## config.mk

```make
export PLATFORM = sky130hd
export DESIGN_NAME = smc_config_regs
export DESIGN_NICKNAME = d
export VERILOG_FILES = /design/src/logic/smc_pkg.sv /design/src/logic/smc_byte_reg.sv /design/src/logic/smc_config_regs.sv
export SDC_FILE = /design/constraint.sdc
export NUM_CORES = 1
export LEC_CHECK = 0
export BUFFER_PORTS_ARGS = -buffer_cell sky130_fd_sc_hd__buf_2
export CORE_ASPECT_RATIO = 1.2
export CORE_MARGIN = 1.5
export CORE_UTILIZATION = 56
export CTS_BUF_LIST = sky130_fd_sc_hd__clkbuf_16
export CTS_CLUSTER_SIZE = 12
export DETAILED_ROUTE_END_ITERATION = 10
export GPL_TIMING_DRIVEN = 0
export PLACE_DENSITY = 0.78
export SETUP_SLACK_MARGIN = 0.5
export SKIP_CTS_REPAIR_TIMING = 1
export SLEW_MARGIN = 20
export SYNTH_ARGS = -nofsm -noshare
export SYNTH_HDL_FRONTEND = slang
export SYNTH_SLANG_ARGS = --single-unit
export TNS_END_PERCENT = 5
```

## constraint.sdc

```tcl
create_clock -name mclk -period 21.3 [get_ports mclk]
set_clock_uncertainty 0.2 [all_clocks]
set_input_delay 3.195 -clock mclk [delete_from_list [all_inputs] [get_ports mclk]]
set_output_delay 3.195 -clock mclk [all_outputs]
set_load 0.02 [all_outputs]
```

## src/logic/smc_pkg.sv

```systemverilog
// Constants, field layouts and carrier types of the synthesizer and modem configuration bank.
// Assumes a byte-wide register port with a 6-bit address driven from the mclk domain.
// Notes on behaviour
// RL1: Channel index times spacing adds to base.
// RL2: In receive, subtract scaled IF from base.
// RL3: Offset is signed, step crystal over 2^14.
// RL4: Carrier word bits 23:22 always read zero.
// RL5: Carrier is 24-bit base word times crystal/2^16.
// RL6: Decimation is 8*(4+mantissa)*2^exponent.
// RL7: Rate exponent is low nibble of first byte.
// RL8: Rate mantissa 9 bits, exponent 4 bits.
// RL9: Ninth mantissa bit is hidden one; 2^28 scale.
// RL10: All fields continuously presented to consumers.
package smc_pkg;

  localparam int ADDR_W = 6;
  localparam int DATA_W = 8;

  localparam logic [5:0] OFS_CHANNEL_NUMBER = 6'h0a;
  localparam logic [5:0] OFS_SYNTH_IF_CONTROL = 6'h0b;
  localparam logic [5:0] OFS_SYNTH_OFFSET_CONTROL = 6'h0c;
  localparam logic [5:0] OFS_CARRIER_WORD_HIGH = 6'h0d;
  localparam logic [5:0] OFS_CARRIER_WORD_MIDDLE = 6'h0e;
  localparam logic [5:0] OFS_CARRIER_WORD_LOW = 6'h0f;
  localparam logic [5:0] OFS_MODEM_BW_RATE_EXP = 6'h10;
  localparam logic [5:0] OFS_MODEM_RATE_MANTISSA = 6'h11;

  localparam logic [7:0] RST_CHANNEL_NUMBER = 8'h00;
  localparam logic [7:0] RST_SYNTH_IF_CONTROL = 8'h0f;
  localparam logic [7:0] RST_SYNTH_OFFSET_CONTROL = 8'h00;
  localparam logic [7:0] RST_CARRIER_WORD_HIGH = 8'h1e;
  localparam logic [7:0] RST_CARRIER_WORD_MIDDLE = 8'hc4;
  localparam logic [7:0] RST_CARRIER_WORD_LOW = 8'hec;
  localparam logic [7:0] RST_MODEM_BW_RATE_EXP = 8'h8c;
  localparam logic [7:0] RST_MODEM_RATE_MANTISSA = 8'h22;

  // Writable bit masks; bits outside a mask hold zero and read as zero.
  localparam logic [7:0] WMASK_FULL = 8'hff;
  localparam logic [7:0] WMASK_SYNTH_IF_CONTROL = 8'h3f;
  localparam logic [7:0] WMASK_CARRIER_WORD_HIGH = 8'h3f;

  localparam int IF_LSB = 0;
  localparam int IF_W = 5;
  localparam int BW_EXP_LSB = 6;
  localparam int BW_MANT_LSB = 4;
  localparam int BW_FIELD_W = 2;
  localparam int RATE_EXP_LSB = 0;
  localparam int RATE_EXP_W = 4;
  localparam int RATE_MANT_W = 9;

  // Frequency words carry two fraction bits below the crystal/2^16 step.
  localparam int FRAC_W = 2;
  localparam int CARRIER_BASE_WORD_W = 28;
  localparam int OFFSET_SHIFT = 16 - 14 + FRAC_W;
  localparam int IF_SHIFT = 16 - 10 + FRAC_W;
  localparam int SPACING_W = 16;
  localparam int DECIM_BASE = 8;
  localparam int DECIM_MANT_BIAS = 4;
  localparam int RATE_HIDDEN = 256;
  localparam int RATE_SCALE_LOG2 = 28;
  localparam int DECIM_W = 10;
  localparam int RATE_W = 24;

  typedef struct packed {
    logic [7:0] channel_index;
    logic [4:0] intermediate_carrier_base_word_setting;
    logic [7:0] synth_offset_value;
    logic [23:0] carrier_base_word;
    logic [1:0] bandwidth_exponent;
    logic [1:0] bandwidth_mantissa;
    logic [3:0] symbol_rate_exponent;
    logic [7:0] symbol_rate_mantissa;
  } smc_fields_t;

  typedef struct packed {
    logic [27:0] synth_carrier_base_word_word;
    logic [9:0] decimation_ratio;
    logic [23:0] rate_numerator;
  } smc_derived_t;

endpackage

```

## src/logic/smc_byte_reg.sv

```systemverilog
// One byte-wide configuration register with a reset value and a writable-bit mask.
// Assumes write strobe and data come from logic on mclk.
`timescale 1ns/100ps
module smc_byte_reg #(
  parameter logic [7:0] RESET_VAL = 8'h00,
  parameter logic [7:0] WMASK = 8'hff
) (
  input wire logic mclk,
  input wire logic srst,
  input wire logic wr_en,
  input wire logic [7:0] wr_data,
  output logic [7:0] q
);
  logic [7:0] q_r;
  logic [7:0] q_nxt;

  // Masked bits are forced to zero so they can never be written or read back.
  always_comb begin
    q_nxt = q_r;
    if (wr_en) begin
      q_nxt = wr_data & WMASK; // RL4
    end
  end

  always_ff @(posedge mclk) begin
    if (srst) begin
      q_r <= RESET_VAL & WMASK;
    end else begin
      q_r <= q_nxt;
    end
  end

  assign q = q_r;
endmodule

```

## src/logic/smc_config_regs.sv

```systemverilog
// Synthesizer and modem configuration bank with derived operating points.
// Assumes the serial configuration front end delivers byte writes and reads on mclk.
`timescale 1ns/100ps
module smc_config_regs (
  input wire logic mclk,
  input wire logic srst,
  input wire logic [smc_pkg::ADDR_W-1:0] cfg_addr,
  input wire logic [smc_pkg::DATA_W-1:0] cfg_wdata,
  input wire logic cfg_wr,
  input wire logic cfg_rd,
  output logic [smc_pkg::DATA_W-1:0] cfg_rdata,
  output logic cfg_rvalid,
  input wire logic rx_mode,
  input wire logic [smc_pkg::SPACING_W-1:0] channel_index_spacing_word,
  output smc_pkg::smc_fields_t fields,
  output smc_pkg::smc_derived_t derived
);
  import smc_pkg::*;

  localparam int NREG = 8;
  localparam logic [NREG*8-1:0] RESETS = {RST_MODEM_RATE_MANTISSA, RST_MODEM_BW_RATE_EXP,
    RST_CARRIER_WORD_LOW, RST_CARRIER_WORD_MIDDLE, RST_CARRIER_WORD_HIGH,
    RST_SYNTH_OFFSET_CONTROL, RST_SYNTH_IF_CONTROL, RST_CHANNEL_NUMBER};
  localparam logic [NREG*8-1:0] MASKS = {WMASK_FULL, WMASK_FULL, WMASK_FULL, WMASK_FULL,
    WMASK_CARRIER_WORD_HIGH, WMASK_FULL, WMASK_SYNTH_IF_CONTROL, WMASK_FULL};

  logic [7:0] regq [NREG];
  logic [NREG-1:0] wr_sel;
  logic in_range;
  logic [5:0] idx;

  assign idx = cfg_addr - OFS_CHANNEL_NUMBER;
  assign in_range = (cfg_addr >= OFS_CHANNEL_NUMBER) && (cfg_addr <= OFS_MODEM_RATE_MANTISSA);

  genvar g;
  generate
    for (g = 0; g < NREG; g++) begin : g_reg
      assign wr_sel[g] = cfg_wr && in_range && (idx == 6'(g));
      smc_byte_reg #(
        .RESET_VAL(RESETS[g*8 +: 8]),
        .WMASK(MASKS[g*8 +: 8])
      ) u_reg (
        .mclk(mclk),
        .srst(srst),
        .wr_en(wr_sel[g]),
        .wr_data(cfg_wdata),
        .q(regq[g])
      );
    end
  endgenerate

  // Read port: data registered one cycle after the read strobe; unmapped reads give zero.
  logic [7:0] rdata_r;
  logic [7:0] rdata_nxt;
  logic rvalid_r;
  logic rvalid_nxt;

  always_comb begin
    rdata_nxt = rdata_r;
    rvalid_nxt = cfg_rd;
    if (cfg_rd) begin
      rdata_nxt = in_range ? regq[idx[2:0]] : 8'h00;
    end
  end

  always_ff @(posedge mclk) begin
    if (srst) begin
      rdata_r <= 8'h00;
      rvalid_r <= 1'b0;
    end else begin
      rdata_r <= rdata_nxt;
      rvalid_r <= rvalid_nxt;
    end
  end

  assign cfg_rdata = rdata_r;
  assign cfg_rvalid = rvalid_r;

  // Fields go straight from the registers so consumers see a write on the next cycle.
  always_comb begin
    fields.channel_index = regq[0]; // RL10
    fields.intermediate_carrier_base_word_setting = regq[1][IF_LSB +: IF_W];
    fields.synth_offset_value = regq[2];
    fields.carrier_base_word = {regq[3], regq[4], regq[5]}; // RL5
    fields.bandwidth_exponent = regq[6][BW_EXP_LSB +: BW_FIELD_W];
    fields.bandwidth_mantissa = regq[6][BW_MANT_LSB +: BW_FIELD_W];
    fields.symbol_rate_exponent = regq[6][RATE_EXP_LSB +: RATE_EXP_W]; // RL7
    fields.symbol_rate_mantissa = regq[7];
  end

  // Derived values are registered, so they lag a register write by one extra cycle.
  logic [CARRIER_BASE_WORD_W-1:0] carrier_base_word_r;
  logic [CARRIER_BASE_WORD_W-1:0] carrier_base_word_nxt;
  logic [DECIM_W-1:0] decim_r;
  logic [DECIM_W-1:0] decim_nxt;
  logic [RATE_W-1:0] rate_r;
  logic [RATE_W-1:0] rate_nxt;
  logic [CARRIER_BASE_WORD_W-1:0] base_term;
  logic [CARRIER_BASE_WORD_W-1:0] channel_index_term;
  logic [CARRIER_BASE_WORD_W-1:0] off_term;
  logic [CARRIER_BASE_WORD_W-1:0] if_term;
  logic [RATE_MANT_W-1:0] mant9;

  always_comb begin
    base_term = CARRIER_BASE_WORD_W'({fields.carrier_base_word, {FRAC_W{1'b0}}});
    channel_index_term = CARRIER_BASE_WORD_W'(fields.channel_index) * CARRIER_BASE_WORD_W'(channel_index_spacing_word); // RL1
    off_term = CARRIER_BASE_WORD_W'(signed'({{(CARRIER_BASE_WORD_W-8){fields.synth_offset_value[7]}},
      fields.synth_offset_value}) <<< OFFSET_SHIFT); // RL3
    if_term = CARRIER_BASE_WORD_W'({fields.intermediate_carrier_base_word_setting, {IF_SHIFT{1'b0}}});
    carrier_base_word_nxt = base_term + channel_index_term + off_term;
    if (rx_mode) begin
      carrier_base_word_nxt = base_term + channel_index_term + off_term - if_term; // RL2
    end
    decim_nxt = DECIM_W'((DECIM_BASE * (DECIM_MANT_BIAS + fields.bandwidth_mantissa))
      << fields.bandwidth_exponent); // RL6
    mant9 = RATE_MANT_W'(RATE_HIDDEN) | RATE_MANT_W'(fields.symbol_rate_mantissa); // RL9
    rate_nxt = RATE_W'(RATE_W'(mant9) << fields.symbol_rate_exponent); // RL8
  end

  always_ff @(posedge mclk) begin
    if (srst) begin
      carrier_base_word_r <= '0;
      decim_r <= '0;
      rate_r <= '0;
    end else begin
      carrier_base_word_r <= carrier_base_word_nxt;
      decim_r <= decim_nxt;
      rate_r <= rate_nxt;
    end
  end

  // The rate output is the numerator; the consumer divides by 2^RATE_SCALE_LOG2 times crystal.
  assign derived.synth_carrier_base_word_word = carrier_base_word_r;
  assign derived.decimation_ratio = decim_r;
  assign derived.rate_numerator = rate_r;
endmodule

```

==> reports/qor.csv <==
stage;metric;value;unit
status;status;completed;
min_path;hold path startpoint;cfg_rdata[3]$_SDFFE_PP0P_;
clocking;Worst-Skew Late Latency;0.43;ns
layout;Ant. Diodes;0;
worst_setup_path;R2R depth;28;
timing;post-layout worst setup margin;10.77;ns
worst_setup_path;Req. time, crit path;21.41;ns
synthesis;Syn Inst Count;1306;
timing;final setup fails;0;
power_and_ir_drop;Power Density;43.8;nW/um^2
timing;worst hold slack;0.290;ns
synthesis;Synth async-reset ratio;0;
clocking;clk sink count;127;
min_path;Hold Path End;cfg_rdata[3]$_SDFFE_PP0P_;
placed_design;cell total after placement;1726;
layout;Area growth, synth to finish;14.5;%
drt;DRC;0;
min_path;hold path cells;2;
synthesis;EDFF count, synth;0;
clocking;# H-tree levels;4;
synthesis;synthesized cell area;11500;sq um
synthesis;Synth Register Bits;127;
synthesis;average cell area after synthesis;8.77;sq um
drt;1st-iter DRT viols;539;
global_route;pin count of the biggest net entering global routing;29;
synthesis;largest cells by area after synthesis;dfxtp_1 22%, fa_1 19%, ha_1 8.0%, mux2i_1 6.2%, inv_1 5.8%;
global_route;vias in the first global route;9867;
global_route;first-pass GRT wire length;49900;um
timing;RSZ-0062 raised after global routing;false;
clocking;CTS tree;done;
placed_design;I/O Buffers;150;
worst_setup_path;reg2reg start;g_reg[0].u_reg.q[0]$_SDFFE_PP0P_;
synthesis;Post-synth top cells;177 x inv_1, 129 x nor2_1, 127 x dfxtp_1;
clocking;clk slew on worst S/H paths;0.06;ns
clocking;CTS Buf Count;17;
synthesis;top-count cell post-synth;inv_1;
worst_setup_path;CP Capture Type;register;
worst_setup_path;Worst Setup Start Kind;input pin;
floorplanning;IO Pins;167;
drt;drt pass-1 iters;5;
drt;Routed WL;30700;um
placed_design;placer congestion estimate;0.977;
floorplanning;cell row count;57;
worst_setup_path;Reg2Reg Setup Slack;12.43;ns
timing;final hold vios;0;
global_route;initial antenna violation count;1;
run;max_cap viols;0;
synthesis;post-synth top area cell;dfxtp_1;
layout;Finished Layout Cells;1758;
clocking;CTS Buffer Depth;2;
floorplanning;Die Wd;134;um
drt;vias per std cell;5.65;
floorplanning;Core Region;20200;sq um
placed_design;dpl hpwl;24600;um
timing;f_max;95.0;MHz
power_and_ir_drop;leakage power;6.52;nW
timing;Tmin final;10.53;ns
drt;drt wl/cell;17.5;um
floorplanning;Initial Util;0.567;
floorplanning;Die Ht;160;um
synthesis;Yosys top cell area share;0.222;
power_and_ir_drop;Max VDD drop;50.8;uV
clocking;CTS root buf;clkbuf_16;
worst_setup_path;FF-to-FF End;carrier_base_word_r[26]$_SDFF_PP0_;
min_path;Worst Hold Class;register to register;
drt;via count;9927;
worst_setup_path;crit path DAT;10.64;ns
synthesis;Main synth FF type;dfxtp_1;
layout;post-layout net count;1696;
synthesis;Yosys cell types;75;
timing;Final Max Slew Viols;0;
floorplanning;die area;21300;sq um
synthesis;synth warn;0;
worst_setup_path;Worst Setup SP;channel_index_spacing_word[6];
worst_setup_path;CP Class;input pin to register;
global_route;GRT Overall Usage;0.297;
timing;setup_tns;0;ns
global_route;total grt overflow;0;
synthesis;register area share after synthesis;0.222;
timing;Worst-Margin Slew;0.998;ns
drt;DRT antenna net count;0;
timing;Relative slew margins;0.334;
worst_setup_path;largest fanout on the critical path;8;
placed_design;Place WS;10.45;ns
timing;period utilisation layout;0.494;
layout;share of cells above drive strength 1;0.151;
==> worst max-delay path: stages <==
cell and delay, ns:
buf_2 0.17, nand2_1 0.10, fa_1 0.54, inv_1 0.05, fa_1 0.50, inv_1 0.06, fa_1 0.51, fa_1 0.50
inv_1 0.04, ha_1 0.35, nand2_1 0.08, o21ai_1 0.22, o221ai_1 0.25, a2111oi_0 0.86, a221o_1 0.36, a41oi_1 0.17
nand2b_1 0.11, nand2_1 0.06, a21oi_1 0.22, ha_1 0.32, a21o_1 0.19, a2111oi_0 0.53, or2_1 0.18, buf_1 0.22
xor2_1 0.26, and4bb_1 0.23, mux2_1 0.33
==> logic make-up (layout without fill, tap and decap cells) <==
family / Yosys count / after routing / synth area share
AOI/OAI and AO/OA: 177 / 177 / 0.0997
DFF: 127 / 127 / 0.222
other: 1 / 6 / 0.000327
and+or+nand+nor: 441 / 441 / 0.196
buffers and inverters: 246 / 428 / 0.0846
xor gates and xnor gates: 41 / 41 / 0.0314
adders and majority gates: 181 / 181 / 0.269
muxes: 92 / 92 / 0.0975
==> how the worst max path moves through the flow <==
stage / end / slack [ns] / cells past startpoint
6_report: carrier_base_word_r[26]$_SDFF_PP0_ / 10.77 / 27
5_1_grt: carrier_base_word_r[26]$_SDFF_PP0_ / 10.29 / 27
4_1_cts: carrier_base_word_r[26]$_SDFF_PP0_ / 10.81 / 27
3_5_place_dp: carrier_base_word_r[26]$_SDFF_PP0_ / 10.45 / 27
3_3_place_gp: carrier_base_word_r[26]$_SDFF_PP0_ / 10.51 / 27
2_1_floorplan: carrier_base_word_r[26]$_SDFF_PP0_ / 11.26 / 26
==> per-stage QoR <==
stage | utilization | cell area (sq um) | total power [W]
floorplan | - | 11500 | 0.000282
global route | 0.650 | 13100 | 0.000592
detailed placement | 0.622 | 12600 | 0.000301
global placement | 0.622 | 12600 | 0.000300
finish | 0.650 | 13100 | 0.000575
CTS | 0.650 | 13100 | 0.000576
==> metal layers <==
metal  up-vias  share of wire  GRT usage
met5         -              0          0
met4         0          0.038      0.108
met3        75          0.060     0.0483
met2       369           0.51      0.524
met1      4868           0.40      0.366
li1       4615              -          -
==> cell type report <==
cell class | instances | area [sq um]
multi-input combinational | 938 | 7960
fill | 1680 | 7070
sequential | 127 | 2540
timing repair buffer | 150 | 751
inverter | 179 | 672
clock buffer | 17 | 425
tap | 265 | 332
buffer | 67 | 297
clock inverter | 15 | 138
==> power by group <==
part / internal (W) / leakage, nW / switching (W) / total [W]
Sequential: 0.000241 / 1.03 / 0.00000154 / 0.000242
Clock: 0.000162 / 0.278 / 0.000117 / 0.000278
Combinational: 0.0000188 / 5.22 / 0.0000356 / 0.0000544
==> flip-flops by register name, summed over array words and instances, names as in the netlist <==
register / count
carrier_base_word_r: 28
g.u_reg.q: 60
decim_r: 6
cfg_rvalid: 1
cfg_rdata: 8
rate_r: 24
==> cell usage in the layout (no fill, tap or decap), types with 22 or more instances in the layout <==
cell        n
inv_1     177
buf_2     153
nor2_1    129
dfxtp_1   127
fa_1      108
nand2_1   104
and2_1     92
ha_1       73
mux2i_1    71
a21oi_1    53
clkbuf_1   47
o21ai_0    30
xnor2_1    25
nor3_1     23
nor2b_1    22
No activity file was read; power rests on OpenSTA's default activity.
